==> src/rtl/vreg_pkg.sv <==
package vreg_pkg;
	// link command codes
	localparam logic [7:0] CODE_OPERATION = 8'h01;
	localparam logic [7:0] CODE_CLEAR_STATUS = 8'h03;
	localparam logic [7:0] CODE_FORMAT = 8'h20;
	localparam logic [7:0] CODE_SETPOINT = 8'h21;
	localparam logic [7:0] CODE_UPPER_CLAMP = 8'h24;
	localparam logic [7:0] CODE_MARGIN_HIGH = 8'h25;
	localparam logic [7:0] CODE_MARGIN_LOW = 8'h26;
	localparam logic [7:0] CODE_SLEW_STEP = 8'h27;
	localparam logic [7:0] CODE_INPUT_STOP = 8'h36;
	localparam logic [7:0] CODE_OV_FAULT = 8'h40;
	localparam logic [7:0] CODE_OV_RESPONSE = 8'h41;
	localparam logic [7:0] CODE_OV_WARN = 8'h42;
	localparam logic [7:0] CODE_UV_WARN = 8'h43;
	localparam logic [7:0] CODE_UV_FAULT = 8'h44;
	localparam logic [7:0] CODE_OK_RISE = 8'h5e;
	localparam logic [7:0] CODE_OK_FALL = 8'h5f;
	localparam logic [7:0] CODE_STATUS_WORD = 8'h79;
	localparam logic [7:0] CODE_STATUS_OUT = 8'h7a;
	localparam logic [7:0] CODE_STATUS_LOGIC = 8'h7e;
	localparam logic [7:0] CODE_CEILING = 8'ha5;
	localparam logic [7:0] CODE_COMMON = 8'hef;
	localparam logic [7:0] CODE_FILTER_RES = 8'hf7;
	// reset values
	localparam logic [7:0] RST_FORMAT = 8'h14;
	localparam logic [15:0] RST_SETPOINT = 16'h1000;
	localparam logic [15:0] RST_UPPER_CLAMP = 16'h5800;
	localparam logic [15:0] RST_MARGIN_HIGH = 16'h10cd;
	localparam logic [15:0] RST_MARGIN_LOW = 16'h0f33;
	localparam logic [15:0] RST_OV_FAULT = 16'h119a;
	localparam logic [15:0] RST_OV_WARN = 16'h1133;
	localparam logic [15:0] RST_UV_WARN = 16'h0ecd;
	localparam logic [15:0] RST_UV_FAULT = 16'h0e66;
	localparam logic [15:0] RST_OK_RISE = 16'h0ee1;
	localparam logic [15:0] RST_OK_FALL = 16'h0eb8;
	localparam logic [15:0] RST_CEILING = 16'h5800;
	localparam logic [15:0] RST_INPUT_STOP = 16'h0000;
	localparam logic [15:0] RST_FILTER_RES = 16'h0000;
	localparam logic [15:0] RST_SLEW_STEP = 16'h0001;
	localparam logic [7:0] RST_OV_RESPONSE = 8'h80;
	// field layouts
	localparam logic [7:0] OV_RESP_CROWBAR = 8'h80;
	localparam logic [7:0] OV_RESP_NONE = 8'h00;
	localparam int OP_MARGIN_LSB = 4;
	localparam logic [1:0] OP_NOMINAL = 2'b00;
	localparam logic [1:0] OP_MARGIN_LOW = 2'b01;
	localparam logic [1:0] OP_MARGIN_HIGH = 2'b10;
	localparam int SO_OV_WARN_BIT = 6;
	localparam int SO_UV_WARN_BIT = 5;
	localparam int SO_MAX_WARN_BIT = 3;
	localparam int SW_OUT_BIT = 15;
	localparam int SW_LOGIC_BIT = 1;
	localparam int SW_OTHER_BIT = 0;
	localparam int SL_INVALID_BIT = 6;
	localparam int CM_IDLE_A_BIT = 5;
	localparam int CM_IDLE_B_BIT = 6;
	// timing
	localparam int CLK_MHZ = 200;
	localparam int RECALC_TIME_MS = 10;
	localparam int RECALC_CYC = RECALC_TIME_MS * CLK_MHZ * 1000;
	// host apb map
	localparam logic [7:0] APB_CTRL = 8'h00;
	localparam logic [7:0] APB_CODE = 8'h04;
	localparam logic [7:0] APB_WDATA = 8'h08;
	localparam logic [7:0] APB_RDATA = 8'h0c;
	localparam logic [7:0] APB_STATUS = 8'h10;
	localparam int CTRL_GO_BIT = 0;
	localparam int CTRL_WRITE_BIT = 1;
	localparam int CTRL_NOFILT_BIT = 2;
endpackage
==> src/rtl/cmd_link_if.sv <==
`timescale 1ns/1ps
interface cmd_link_if;
	logic req_valid;
	logic req_write;
	logic [7:0] req_code;
	logic [15:0] req_wdata;
	logic rsp_valid;
	logic rsp_err;
	logic [15:0] rsp_rdata;
	logic alert_n;
	logic regulation_ok_signal;
	modport dev (input req_valid, req_write, req_code, req_wdata,
		output rsp_valid, rsp_err, rsp_rdata, alert_n, regulation_ok_signal);
	modport host (output req_valid, req_write, req_code, req_wdata,
		input rsp_valid, rsp_err, rsp_rdata, alert_n, regulation_ok_signal);
endinterface

==> src/rtl/vreg_device.sv <==
`timescale 1ns/1ps
// Function
// [RQ1] stop conversion at programmed input threshold
// [RQ2] host zeroes filter resistance without filter
// [RQ3] read-only format byte, linear, 0x14
// [RQ4] commanded voltage never exceeds upper clamp
// [RQ5] host waits after fault limit change
// [RQ6] common bits 5,6 low while recalculating
// [RQ7] crowbar or zero response: no fault pin
// [RQ8] overvoltage: high gate off, low gate on
// [RQ9] peak record compared with warn limit
// [RQ10] overvoltage warning sets status and alert
// [RQ11] undervoltage warning sets status and alert
// [RQ12] warnings follow adc sample timing
// [RQ13] margin high selected regulates to it
// [RQ14] margin low selected regulates to it
// [RQ15] no setpoint change applied during ramps
// [RQ16] steady output slews at transition rate
// [RQ17] regulation ok follows comparators only
// [RQ18] setpoint reset 0x1000
// [RQ19] overvoltage limits reset 0x119A, 0x1133
// [RQ20] undervoltage limits reset 0x0E66, 0x0ECD
// [RQ21] regulation ok levels reset 0x0EE1, 0x0EB8
// [RQ22] read-only ceiling reads 0x5800
// [RQ23] setpoint above ceiling: clamp, logic fault
// [RQ24] values are mantissa times format exponent
module vreg_device import vreg_pkg::*; #(
	parameter int unsigned RECALC_CYCLES = RECALC_CYC
) (
	// clock and reset
	input wire logic pclk,
	input wire logic presetn,
	// command link
	cmd_link_if.dev link,
	// converter measurements
	input wire logic [15:0] vin_measured,
	input wire logic adc_valid,
	input wire logic [15:0] vout_sample,
	input wire logic [15:0] output_peak_record,
	input wire logic ov_comparator,
	input wire logic uv_comparator,
	// sequencing state
	input wire logic ramp_active,
	input wire logic output_active,
	input wire logic slew_tick,
	input wire logic pwm_high,
	// converter controls
	output logic conversion_enable,
	output logic high_side_gate,
	output logic low_side_gate_bit,
	output logic fault_pin_n,
	output logic [15:0] applied_setpoint
);
	logic [15:0] setpoint_ff, clamp_ff, mhigh_ff, mlow_ff, slew_ff, stop_ff, filt_ff;
	logic [15:0] ovf_ff, ovw_ff, uvw_ff, uvf_ff, okr_ff, okf_ff;
	logic [7:0] op_ff, ovresp_ff;
	logic ov_warn_ff, uv_warn_ff, max_warn_ff, cml_ff, ov_fault_ff;
	logic [31:0] busy_cnt_ff;
	logic [15:0] applied_ff;
	logic conv_ff;
	logic rsp_valid_ff, rsp_err_ff;
	logic [15:0] rsp_data_ff;

	////////////////////////////////////////////////////////////////////////////
	wire wr = link.req_valid & link.req_write;
	wire rd = link.req_valid & ~link.req_write;
	wire [7:0] code = link.req_code;
	wire [15:0] wd = link.req_wdata;
	wire clr = wr & (code == CODE_CLEAR_STATUS);
	wire sp_over = wd > RST_CEILING; // [RQ23]
	wire busy = busy_cnt_ff != 32'h0000_0000;
	wire ov_warn_evt = adc_valid & (output_peak_record > ovw_ff); // [RQ9] [RQ12]
	wire uv_warn_evt = adc_valid & (vout_sample < uvw_ff); // [RQ11] [RQ12]
	wire max_evt = wr & (code == CODE_SETPOINT) & sp_over;
	wire any_status = ov_warn_evt | uv_warn_evt | ov_warn_ff | uv_warn_ff | max_warn_ff | cml_ff;
	wire [1:0] margin_sel = op_ff[OP_MARGIN_LSB +: 2];
	wire [15:0] sel_target = (margin_sel == OP_MARGIN_HIGH) ? mhigh_ff : // [RQ13]
		(margin_sel == OP_MARGIN_LOW) ? mlow_ff : setpoint_ff; // [RQ14]
	wire [15:0] target = (sel_target > clamp_ff) ? clamp_ff : sel_target; // [RQ4]
	wire can_slew = output_active & ~ramp_active & slew_tick; // [RQ15]
	wire [16:0] up_sum = {1'b0, applied_ff} + {1'b0, slew_ff};
	wire [15:0] step_up = (up_sum[15:0] > target || up_sum[16]) ? target : up_sum[15:0];
	// widened so a large step near the top of the range cannot wrap
	wire [16:0] dn_floor = {1'b0, target} + {1'b0, slew_ff};
	wire [15:0] step_dn = ({1'b0, applied_ff} < dn_floor) ? target : applied_ff - slew_ff;
	wire [15:0] nxt_applied = !can_slew ? applied_ff :
		(applied_ff < target) ? step_up : (applied_ff > target) ? step_dn : applied_ff; // [RQ16]
	wire crowbar_resp = (ovresp_ff == OV_RESP_CROWBAR) | (ovresp_ff == OV_RESP_NONE);
	// status images; values are mantissas under the format exponent
	// widen single bits before shifting; inverting after widening would fill the upper bits
	wire idle = ~busy;
	wire [15:0] st_out = (16'(ov_warn_ff) << SO_OV_WARN_BIT) | (16'(uv_warn_ff) << SO_UV_WARN_BIT)
		| (16'(max_warn_ff) << SO_MAX_WARN_BIT); // [RQ24]
	wire [15:0] st_logic = 16'(cml_ff) << SL_INVALID_BIT;
	wire st_vout = ov_warn_ff | uv_warn_ff | max_warn_ff;
	wire [15:0] st_word = (16'(st_vout) << SW_OUT_BIT) | (16'(cml_ff) << SW_LOGIC_BIT)
		| (16'(ov_warn_ff | uv_warn_ff) << SW_OTHER_BIT); // [RQ10] [RQ11]
	wire [15:0] st_common = (16'(idle) << CM_IDLE_A_BIT) | (16'(idle) << CM_IDLE_B_BIT); // [RQ6]
	logic [15:0] rd_mux;
	logic rd_hit;

	always_comb begin
		rd_hit = 1'b1;
		case (code)
			CODE_OPERATION: rd_mux = {8'h00, op_ff};
			CODE_FORMAT: rd_mux = {8'h00, RST_FORMAT}; // [RQ3]
			CODE_SETPOINT: rd_mux = setpoint_ff;
			CODE_UPPER_CLAMP: rd_mux = clamp_ff;
			CODE_MARGIN_HIGH: rd_mux = mhigh_ff;
			CODE_MARGIN_LOW: rd_mux = mlow_ff;
			CODE_SLEW_STEP: rd_mux = slew_ff;
			CODE_INPUT_STOP: rd_mux = stop_ff;
			CODE_OV_FAULT: rd_mux = ovf_ff;
			CODE_OV_RESPONSE: rd_mux = {8'h00, ovresp_ff};
			CODE_OV_WARN: rd_mux = ovw_ff;
			CODE_UV_WARN: rd_mux = uvw_ff;
			CODE_UV_FAULT: rd_mux = uvf_ff;
			CODE_OK_RISE: rd_mux = okr_ff;
			CODE_OK_FALL: rd_mux = okf_ff;
			CODE_STATUS_WORD: rd_mux = st_word;
			CODE_STATUS_OUT: rd_mux = st_out;
			CODE_STATUS_LOGIC: rd_mux = st_logic;
			CODE_CEILING: rd_mux = RST_CEILING; // [RQ22]
			CODE_COMMON: rd_mux = st_common;
			CODE_FILTER_RES: rd_mux = filt_ff;
			default: begin
				rd_mux = 16'h0000;
				rd_hit = 1'b0;
			end
		endcase
	end

	// writes to read-only or unknown codes are refused with an error answer
	wire wr_ro = (code == CODE_FORMAT) | (code == CODE_CEILING) | (code == CODE_STATUS_WORD)
		| (code == CODE_STATUS_OUT) | (code == CODE_STATUS_LOGIC) | (code == CODE_COMMON);
	wire wr_err = wr & (~rd_hit | wr_ro) & ~clr;

	////////////////////////////////////////////////////////////////////////////
	always_ff @(posedge pclk or negedge presetn) begin
		if (!presetn) begin
			op_ff <= 8'h00;
			setpoint_ff <= RST_SETPOINT; // [RQ18]
			clamp_ff <= RST_UPPER_CLAMP;
			mhigh_ff <= RST_MARGIN_HIGH;
			mlow_ff <= RST_MARGIN_LOW;
			slew_ff <= RST_SLEW_STEP;
			stop_ff <= RST_INPUT_STOP;
			filt_ff <= RST_FILTER_RES;
			ovf_ff <= RST_OV_FAULT; // [RQ19]
			ovw_ff <= RST_OV_WARN; // [RQ19]
			uvw_ff <= RST_UV_WARN; // [RQ20]
			uvf_ff <= RST_UV_FAULT; // [RQ20]
			okr_ff <= RST_OK_RISE; // [RQ21]
			okf_ff <= RST_OK_FALL; // [RQ21]
			ovresp_ff <= RST_OV_RESPONSE;
		end else if (wr) begin
			case (code)
				CODE_OPERATION: op_ff <= wd[7:0];
				CODE_SETPOINT: setpoint_ff <= sp_over ? RST_CEILING : wd; // [RQ23]
				CODE_UPPER_CLAMP: clamp_ff <= wd;
				CODE_MARGIN_HIGH: mhigh_ff <= wd;
				CODE_MARGIN_LOW: mlow_ff <= wd;
				CODE_SLEW_STEP: slew_ff <= wd;
				CODE_INPUT_STOP: stop_ff <= wd;
				CODE_FILTER_RES: filt_ff <= wd;
				CODE_OV_FAULT: ovf_ff <= wd;
				CODE_OV_RESPONSE: ovresp_ff <= wd[7:0];
				CODE_OV_WARN: ovw_ff <= wd;
				CODE_UV_WARN: uvw_ff <= wd;
				CODE_UV_FAULT: uvf_ff <= wd;
				CODE_OK_RISE: okr_ff <= wd; // thresholds stored only
				CODE_OK_FALL: okf_ff <= wd;
				default: op_ff <= op_ff;
			endcase
		end
	end

	// sticky status: a set in the clearing cycle wins
	always_ff @(posedge pclk or negedge presetn) begin
		if (!presetn) begin
			ov_warn_ff <= 1'b0;
			uv_warn_ff <= 1'b0;
			max_warn_ff <= 1'b0;
			cml_ff <= 1'b0;
			ov_fault_ff <= 1'b0;
		end else begin
			ov_warn_ff <= (ov_warn_ff & ~clr) | ov_warn_evt; // [RQ10]
			uv_warn_ff <= (uv_warn_ff & ~clr) | uv_warn_evt; // [RQ11]
			max_warn_ff <= (max_warn_ff & ~clr) | max_evt; // [RQ23]
			cml_ff <= (cml_ff & ~clr) | max_evt | wr_err; // [RQ23]
			ov_fault_ff <= (ov_fault_ff & ~clr) | ov_comparator;
		end
	end

	// recalculation window after an overvoltage fault limit change in run state
	always_ff @(posedge pclk or negedge presetn) begin
		if (!presetn) begin
			busy_cnt_ff <= 32'h0000_0000;
		end else if (wr && code == CODE_OV_FAULT && output_active) begin
			busy_cnt_ff <= RECALC_CYCLES; // [RQ6]
		end else if (busy) begin
			busy_cnt_ff <= busy_cnt_ff - 32'h0000_0001;
		end
	end

	always_ff @(posedge pclk or negedge presetn) begin
		if (!presetn) begin
			applied_ff <= RST_SETPOINT;
			conv_ff <= 1'b0;
			rsp_valid_ff <= 1'b0;
			rsp_err_ff <= 1'b0;
			rsp_data_ff <= 16'h0000;
		end else begin
			applied_ff <= nxt_applied; // [RQ15] [RQ16]
			conv_ff <= vin_measured > stop_ff; // [RQ1]
			rsp_valid_ff <= link.req_valid;
			rsp_err_ff <= (rd & ~rd_hit) | wr_err;
			rsp_data_ff <= rd ? rd_mux : 16'h0000;
		end
	end

	////////////////////////////////////////////////////////////////////////////
	assign link.rsp_valid = rsp_valid_ff;
	assign link.rsp_err = rsp_err_ff;
	assign link.rsp_rdata = rsp_data_ff;
	assign link.alert_n = ~any_status; // [RQ10] [RQ11]
	assign link.regulation_ok_signal = ~ov_comparator & ~uv_comparator; // [RQ17]
	assign conversion_enable = conv_ff;
	// gate acts without waiting a clock
	assign high_side_gate = pwm_high & ~ov_comparator; // [RQ8]
	assign low_side_gate_bit = ov_comparator; // [RQ8]
	assign fault_pin_n = ~(ov_fault_ff & ~crowbar_resp); // [RQ7]
	assign applied_setpoint = applied_ff;
endmodule // vreg_device

==> src/flat_wrapper.sv <==
// flat-port wrapper written by rule: the top's interface ports become plain ports
module vreg_device_flat import vreg_pkg::*;
#(
	parameter int unsigned RECALC_CYCLES = RECALC_CYC
)
  (pclk, presetn, vin_measured, adc_valid, vout_sample, output_peak_record, ov_comparator, uv_comparator, ramp_active, output_active, slew_tick, pwm_high, conversion_enable, high_side_gate, low_side_gate_bit, fault_pin_n, applied_setpoint, link_req_valid, link_req_write, link_req_code, link_req_wdata, link_rsp_valid, link_rsp_err, link_rsp_rdata, link_alert_n, link_regulation_ok_signal);
  cmd_link_if link_i ();
  input wire logic pclk;
  input wire logic presetn;
  input wire logic [15:0] vin_measured;
  input wire logic adc_valid;
  input wire logic [15:0] vout_sample;
  input wire logic [15:0] output_peak_record;
  input wire logic ov_comparator;
  input wire logic uv_comparator;
  input wire logic ramp_active;
  input wire logic output_active;
  input wire logic slew_tick;
  input wire logic pwm_high;
  output logic conversion_enable;
  output logic high_side_gate;
  output logic low_side_gate_bit;
  output logic fault_pin_n;
  output logic [15:0] applied_setpoint;
  input wire logic [$bits(link_i.req_valid)-1:0] link_req_valid;
  input wire logic [$bits(link_i.req_write)-1:0] link_req_write;
  input wire logic [$bits(link_i.req_code)-1:0] link_req_code;
  input wire logic [$bits(link_i.req_wdata)-1:0] link_req_wdata;
  output wire logic [$bits(link_i.rsp_valid)-1:0] link_rsp_valid;
  output wire logic [$bits(link_i.rsp_err)-1:0] link_rsp_err;
  output wire logic [$bits(link_i.rsp_rdata)-1:0] link_rsp_rdata;
  output wire logic [$bits(link_i.alert_n)-1:0] link_alert_n;
  output wire logic [$bits(link_i.regulation_ok_signal)-1:0] link_regulation_ok_signal;
  assign link_i.req_valid = link_req_valid;
  assign link_i.req_write = link_req_write;
  assign link_i.req_code = link_req_code;
  assign link_i.req_wdata = link_req_wdata;
  assign link_rsp_valid = link_i.rsp_valid;
  assign link_rsp_err = link_i.rsp_err;
  assign link_rsp_rdata = link_i.rsp_rdata;
  assign link_alert_n = link_i.alert_n;
  assign link_regulation_ok_signal = link_i.regulation_ok_signal;
  vreg_device #(.RECALC_CYCLES(RECALC_CYCLES)) u_core (.pclk(pclk), .presetn(presetn), .link(link_i), .vin_measured(vin_measured), .adc_valid(adc_valid), .vout_sample(vout_sample), .output_peak_record(output_peak_record), .ov_comparator(ov_comparator), .uv_comparator(uv_comparator), .ramp_active(ramp_active), .output_active(output_active), .slew_tick(slew_tick), .pwm_high(pwm_high), .conversion_enable(conversion_enable), .high_side_gate(high_side_gate), .low_side_gate_bit(low_side_gate_bit), .fault_pin_n(fault_pin_n), .applied_setpoint(applied_setpoint));
endmodule
==> config.mk <==
export PLATFORM = sky130hd
export DESIGN_NAME = vreg_device_flat
export DESIGN_NICKNAME = d
export VERILOG_FILES = /design/src/rtl/vreg_pkg.sv /design/src/rtl/cmd_link_if.sv /design/src/rtl/vreg_device.sv /design/src/flat_wrapper.sv
export SDC_FILE = /design/constraint.sdc
export NUM_CORES = 1
export LEC_CHECK = 0
export ABC_AREA = 0
export BUFFER_PORTS_ARGS = -buffer_cell sky130_fd_sc_hd__buf_2
export CAP_MARGIN = 10
export CORE_MARGIN = 8
export CORE_UTILIZATION = 45
export DETAILED_ROUTE_END_ITERATION = 8
export PLACE_DENSITY = 0.7
export SYNTH_ARGS = -nofsm -noshare
export SYNTH_HDL_FRONTEND = slang
export SYNTH_SLANG_ARGS = --single-unit
==> constraint.sdc <==
create_clock -name pclk -period 8.9 [get_ports pclk]
set_input_delay 1.78 -clock pclk [delete_from_list [all_inputs] [get_ports pclk]]
set_output_delay 1.78 -clock pclk [all_outputs]
set_load 0.01 [all_outputs]
Word-level counts from Yosys, hierarchy flattened
Index checks and enable logic that the tools add are counted.
Widths: inputs -> output; s select.
- equal/unequal tests: 25
- order comparisons: 9
- shift-type cells: 0
- add/subtract/negate cells: 4
- multipliers: 0
- bitwise logic cells: 57
- reduce and logical (&&, ||, !) cells: 24
- div/mod/pow operators: 0
- muxes and demuxes: 13
- operators by type and width (operator ; number):
    $pmux 16 s21 ; 1
    $mux 16 ; 9
    $eq 8x7->1 const B ; 10
    $gt 16x16->1 ; 5
    $mux 32 ; 2
    $eq 8x6->1 const B ; 7
    $add 16x16->17 ; 2
    $eq 8x8->1 const B ; 4
    $lt 16x16->1 ; 2
    $reduce_and 2->1 ; 16
    $reduce_bool 32->1 ; 1
    $sub 32x1->32 const B ; 1
    $or 1x1->1 ; 22
    $reduce_or 21->1 ; 1
    $and 1x1->1 ; 20
    $lt 16x17->1 ; 1
    $gt 16x15->1 const B ; 1
    $or 16x16->16 ; 1
    $or 16x2->16 ; 1
    $or 16x4->16 ; 1
    $sub 16x16->16 ; 1
    $not 1->1 ; 10
    $eq 8x1->1 const B ; 1
    $eq 8x2->1 const B ; 1
    9 further kinds ; 11
- flip-flop bits (word level): 296
- output and inout port bits: 40
- memories: 0
- latch bits: 0
- bits in writable memories: 0
- word-level logic and storage cells: 158
- memory bits (read-only): 0

Longest topological paths before layout
- depth after elaboration: 10
- mapped depth: 34
- mapped depth without buffers: 31

Worst setup path after synthesis
No wires, ideal clock.
- path type: flip-flop to flip-flop
- from: register u_core.op_ff[4]
- to: register u_core.applied_ff[9] (netlist: u_core.applied_setpoint[9])
- slack: 1.609 ns
- data arrival time: 7.165 ns
- library setup time: 0.126 ns
- cell stages (with the launch flop): 31
- buffers on the path: 4
- required time: 8.774 ns
- path through: dfrtp_1 -> clkbuf_1 -> buf_1 -> nor2b_1 -> a211oi_1 -> a21oi_1 -> ha_1 -> nand4_1 -> nor4_1 -> a2111oi_0 -> a22oi_2 -> buf_2 -> mux2_2 -> fa_1 -> a211o_1 -> o211ai_2 -> a221o_1 -> or2b_1 -> a21oi_1 -> xor2_1 -> ha_1 -> a21oi_1 -> o21ai_0 -> a2111oi_0 -> nand2_1 -> a211oi_1 -> or3_1 -> buf_6 -> nor3_2 -> a311o_1 -> o32a_1
- longest elaborated chain between the ends: 10
- elaborated cells on any way between the ends: 18
- classes of those cells: 1 x add/sub; 5 x order compare; 2 x eq/ne; 7 x mux; 3 x reduce/logical
- ends and longest elaborated chain (element ; RTL line ; source):
    start: declaration ; vreg_device.sv:56 ; logic [7:0] op_ff, ovresp_ff;
    start signal: assignment ; vreg_device.sv:158 ; CODE_OPERATION: op_ff <= wd[7:0];
    start signal: assignment ; vreg_device.sv:173 ; default: op_ff <= op_ff;
    $eq 2x1->1 ; vreg_device.sv:78 ; (margin_sel == OP_MARGIN_LOW) ? mlow_ff : setpoint_ff;
    $mux 16 ; vreg_device.sv:78 ;
    $mux 16 (*) ; vreg_device.sv:77 ; wire [15:0] sel_target = (margin_sel == OP_MARGIN_HIGH) ? mhigh_ff :
    $gt 16x16->1 ; vreg_device.sv:79 ; wire [15:0] target = (sel_target > clamp_ff) ? clamp_ff : sel_target;
    $mux 16 (*) ; vreg_device.sv:79 ;
    $add 16x16->17 ; vreg_device.sv:84 ; wire [16:0] dn_floor = {1'b0, target} + {1'b0, slew_ff};
    $lt 16x17->1 ; vreg_device.sv:85 ; wire [15:0] step_dn = ({1'b0, applied_ff} < dn_floor) ? target : applied_ff - slew_ff;
    $mux 16 ; vreg_device.sv:85 ;
    $mux 16 (2 in series) ; vreg_device.sv:87 ; (applied_ff < target) ? step_up : (applied_ff > target) ? step_dn : applied_ff;
    end signal: assignment ; vreg_device.sv:214 ; applied_ff <= nxt_applied;
    end: declaration ; vreg_device.sv:59 ; logic [15:0] applied_ff;
Mark *: on every way between the ends. The rest lies on a longest branch, timed or not. The select of a mux whose other input is x is not followed.
A chain may end at the register's enable or synchronous reset.

Worst setup path in the final report
- from: register u_core.op_ff[5]
- to: register u_core.applied_ff[0] (netlist: u_core.applied_setpoint[0])
The elaborated chain is that of the path after synthesis.

==> reports/summary.txt <==
maximum fanout encountered on the critical timing path: 34
portion of the post-synthesis area used by sequential elements: 40.1%
number of unique standard cell types used by synthesis: 81
Post-CTS Repair Setup Buffers: 0
termination of the worst setup path: u_core.applied_setpoint[0]
result of the run: complete, no violations
arrival time reported for the critical path endpoint: 8410 ps
number of buffers and inverters on the critical path: 0
WL final: 57,200 µm
largest stage delay on the critical path: 1060 ps
average instance area after synthesis: 10.1 µm²
number of input and output port buffers inserted: 122
horizontal die dimension: 220 µm
largest family of logic cells by synthesized area: compound AO/OA/AOI/OAI gates
warning count from the yosys run: 0
number of antenna violations at the first check in global routing: 4
DRT antenna net count: 0
register with the most flip-flops: u_core.busy_cnt_ff
post-synthesis adder-cell area fraction: 10.9%
cell with the biggest individual delay on the critical path: sky130_fd_sc_hd__dfrtp_1
final layout net count: 2,190
share of synthesized area spent on multiplexers: 14.0%
count of boundary I/O pins: 123
parity-gate share of the synthesized area counting xor and xnor cells: 2.77%
drt drc: 0
clock tree from TritonCTS: built
sum of overflow across all layers after global routing: 0
via density per instance: 6.17
Post-synth top flop: sky130_fd_sc_hd__dfrtp_1
setup repair after global routing missed its margin: no
class of the tightest hold or removal check: register to register
number of flip-flops in the largest register: 32
worst-case headroom to the max-slew limit: 16.7%
critical path startpoint: u_core.op_ff[5]
count of endpoints failing hold in the final timing report: 0
number of instances in the synthesized netlist: 1,850
total stage count of the critical path: 25
sum of negative setup slack: 0 ps
Global Route Usage Sum: 23.4%
pwr dens: 206 nW/µm²
via count of the first global-routing pass: 15,700
Reg clk slew, reported paths: 60 ps
number of design-rule violations left by the first detailed-router iteration: 1,615
family of cells with the greatest summed delay on the critical path: compound AO/OA/AOI/OAI gates
final clock period utilization by the worst path: 89.8%
leakage component of the power: 9.34 nW
nature of the critical path startpoint: register
synthesized-area fraction occupied by ao, oa, aoi and oai cells: 15.4%
initial core utilization: 45.7%
wire length per cell after detailed routing: 22.8 µm
Clock Path Buffers: 3
largest net degree at the start of global routing: 77
startpoint of the lowest-slack register-to-register path: u_core.op_ff[5]
half-perimeter wire length of the detailed placement result: 42,100 µm
via count: 15,500
actual slew at the worst max-slew pin: 1240 ps
worst path required time: 9320 ps
simple-gate area share of the yosys netlist: 12.5%
CTS H-tree depth: 2
worst-case register-to-register setup slack: 910 ps
share of post-route cells with drive strength above 1: 25.1%
CTS root buffer: sky130_fd_sc_hd__clkbuf_16
number of synthesized flops with an enable pin: 0
Synth Register Bits: 296
total nets after synthesis: 2,094
wire length of the first global-routing pass: 89,100 µm
category of the critical setup timing path: register to register
number of setup violations in the final report: 0
clock latency of the later-clocked register in the worst-skew pair: 530 ps
Pre-Repair DR Iteration Count: 6
worst setup timing slack at the placement stage: 815 ps
kind of capture point of the worst setup path: register
layout-stage area growth over the synthesis result: 12.2%
number of buffers created by CTS: 34
number of clock sinks: 296
worst clock skew: 20.2 ps
Overall Power: 0.00432 W
Max Slew Vio Count: 0
shortest period the worst path allows: 7990 ps
max capacitance violation total: 0
die area: 48,300 µm²
leading cell type in the layout, fill and taps excluded: sky130_fd_sc_hd__dfrtp_1
Worst Setup Slack, final: 912 ps
core region area: 40,900 µm²
RR Endpoint: u_core.applied_setpoint[0]
upper clock frequency limit: 125 MHz
Post-Syn Area: 18,700 µm²
std cell rows: 74
commonest cells after routing, fill and taps aside: sky130_fd_sc_hd__dfrtp_1 (233), sky130_fd_sc_hd__mux2_2 (206), sky130_fd_sc_hd__ha_1 (158)
height of the die: 220 µm
routability-driven placement congestion ratio: 0.916
worst vdd rail ir drop: 0.000128 V
fraction of synthesis flops using an asynchronous set or reset pin: 100%
depth of the most critical reg-to-reg path: 25
-- cell usage after synthesis (29+ instances only) --
| library cell | instances | share of area, % |
|---|---|---|
| sky130_fd_sc_hd__a21oi_1 | 96 | 2.6 |
| sky130_fd_sc_hd__a22oi_1 | 48 | 1.9 |
| sky130_fd_sc_hd__clkbuf_1 | 63 | 1.3 |
| sky130_fd_sc_hd__dfrtp_1 | 234 | 31 |
| sky130_fd_sc_hd__dfstp_2 | 62 | 8.7 |
| sky130_fd_sc_hd__ha_1 | 158 | 11 |
| sky130_fd_sc_hd__inv_1 | 125 | 2.5 |
| sky130_fd_sc_hd__mux2_2 | 206 | 12 |
| sky130_fd_sc_hd__mux2i_1 | 29 | 1.6 |
| sky130_fd_sc_hd__nand2_1 | 121 | 2.4 |
| sky130_fd_sc_hd__nand3_1 | 35 | 0.94 |
| sky130_fd_sc_hd__nor2_1 | 119 | 2.4 |
| sky130_fd_sc_hd__nor2b_1 | 38 | 1.3 |
| sky130_fd_sc_hd__nor3_1 | 30 | 0.80 |
| sky130_fd_sc_hd__o21ai_0 | 76 | 2.0 |
| sky130_fd_sc_hd__xor2_1 | 31 | 1.5 |
-- worst min-delay path by stage --
stage	start	to	slack, ps	cells past startpoint
6_report	u_core.ov_fault_ff	u_core.ov_fault_ff	500	1
5_1_grt	u_core.okr_ff[8]	u_core.okr_ff[8]	520	1
4_1_cts	u_core.ov_fault_ff	u_core.ov_fault_ff	500	1
3_5_place_dp	u_core.ov_fault_ff	u_core.ov_fault_ff	490	1
3_3_place_gp	u_core.ov_fault_ff	u_core.ov_fault_ff	470	1
2_1_floorplan	u_core.setpoint_ff[12]	u_core.setpoint_ff[12]	450	2
-- what timing repair did --
action / 4_1_cts / 5_1_grt
endpoints found under the setup margin: 0 / 4
hold buffers: 0 / 0
gates resized for setup: 0 / 1
endpoints found under the hold margin: 0 / 0
-- power by group --
group / internal [W] / total (W) / switching (W)
clock network: 0.000796 / 0.00137 / 0.000577
registers: 0.00144 / 0.00158 / 0.000141
logic: 0.000546 / 0.00137 / 0.000819
-- cells by family (layout without fill, tap and decap cells) --
group	after synthesis	after routing
DFF	296	296
buffers and inverters	209	330
and+or+nand+nor	466	466
adders and majority gates	161	161
xor gates and xnor gates	59	59
AOI/OAI and AO/OA	424	424
other	0	3
muxes	235	235
-- area by class of cell --
| class | instances | area, µm² |
|---|---|---|
| inverter | 125 | 469 |
| tap | 532 | 666 |
| antenna | 3 | 7.51 |
| sequential | 296 | 7490 |
| clock buffer | 50 | 1010 |
| clock inverter | 11 | 90.1 |
| fill | 3715 | 20000 |
| timing repair buffer | 144 | 786 |
| multi-input combinational | 1345 | 10400 |
-- worst register-to-register path: stages (launching register included) --
cell	delay, ps
sky130_fd_sc_hd__dfrtp_1	1060
sky130_fd_sc_hd__a21oi_1	230
sky130_fd_sc_hd__ha_1	380
sky130_fd_sc_hd__nand4_1	160
sky130_fd_sc_hd__nor4_1	440
sky130_fd_sc_hd__a2111oi_0	200
sky130_fd_sc_hd__a22oi_2	510
sky130_fd_sc_hd__o21ai_0	350
sky130_fd_sc_hd__ha_1	310
sky130_fd_sc_hd__fa_1	420
sky130_fd_sc_hd__a211o_1	320
sky130_fd_sc_hd__o211ai_2	110
sky130_fd_sc_hd__a221o_1	220
sky130_fd_sc_hd__or2b_1	230
sky130_fd_sc_hd__a21oi_1	180
sky130_fd_sc_hd__xor2_1	190
sky130_fd_sc_hd__ha_1	270
sky130_fd_sc_hd__a21oi_1	130
sky130_fd_sc_hd__o21ai_0	120
sky130_fd_sc_hd__a2111oi_0	450
sky130_fd_sc_hd__nand2_1	100
sky130_fd_sc_hd__a211oi_1	250
sky130_fd_sc_hd__or3_1	430
sky130_fd_sc_hd__o21ai_0	350
sky130_fd_sc_hd__and2_1	270
sky130_fd_sc_hd__o31ai_1	210
-- layer usage --
layer  global-route usage (%)  vias to the layer above  routed length, µm
li1                         -                     6971                  -
met1                     32.0                     7666              24700
met2                     36.5                      694              25700
met3                     4.42                      135               4790
met4                     8.77                        4               1880
met5                        0                        -                 27
-- through the flow --
| stage | utilization, % | cells | area [µm²] | hold WS [ps] |
|---|---|---|---|---|
| final | 51.2 | 2506 | 21000 | 504 |
| after global routing | 51.2 | 2505 | 21000 | 517 |
| after CTS | 51.2 | 2503 | 20900 | 502 |
| after detailed placement | 48.5 | 2442 | 19800 | 488 |
| after global placement | 48.5 | 2442 | 19800 | 474 |
| after floorplan | - | 1850 | 18700 | 446 |
(Power assumes the default switching activity.)
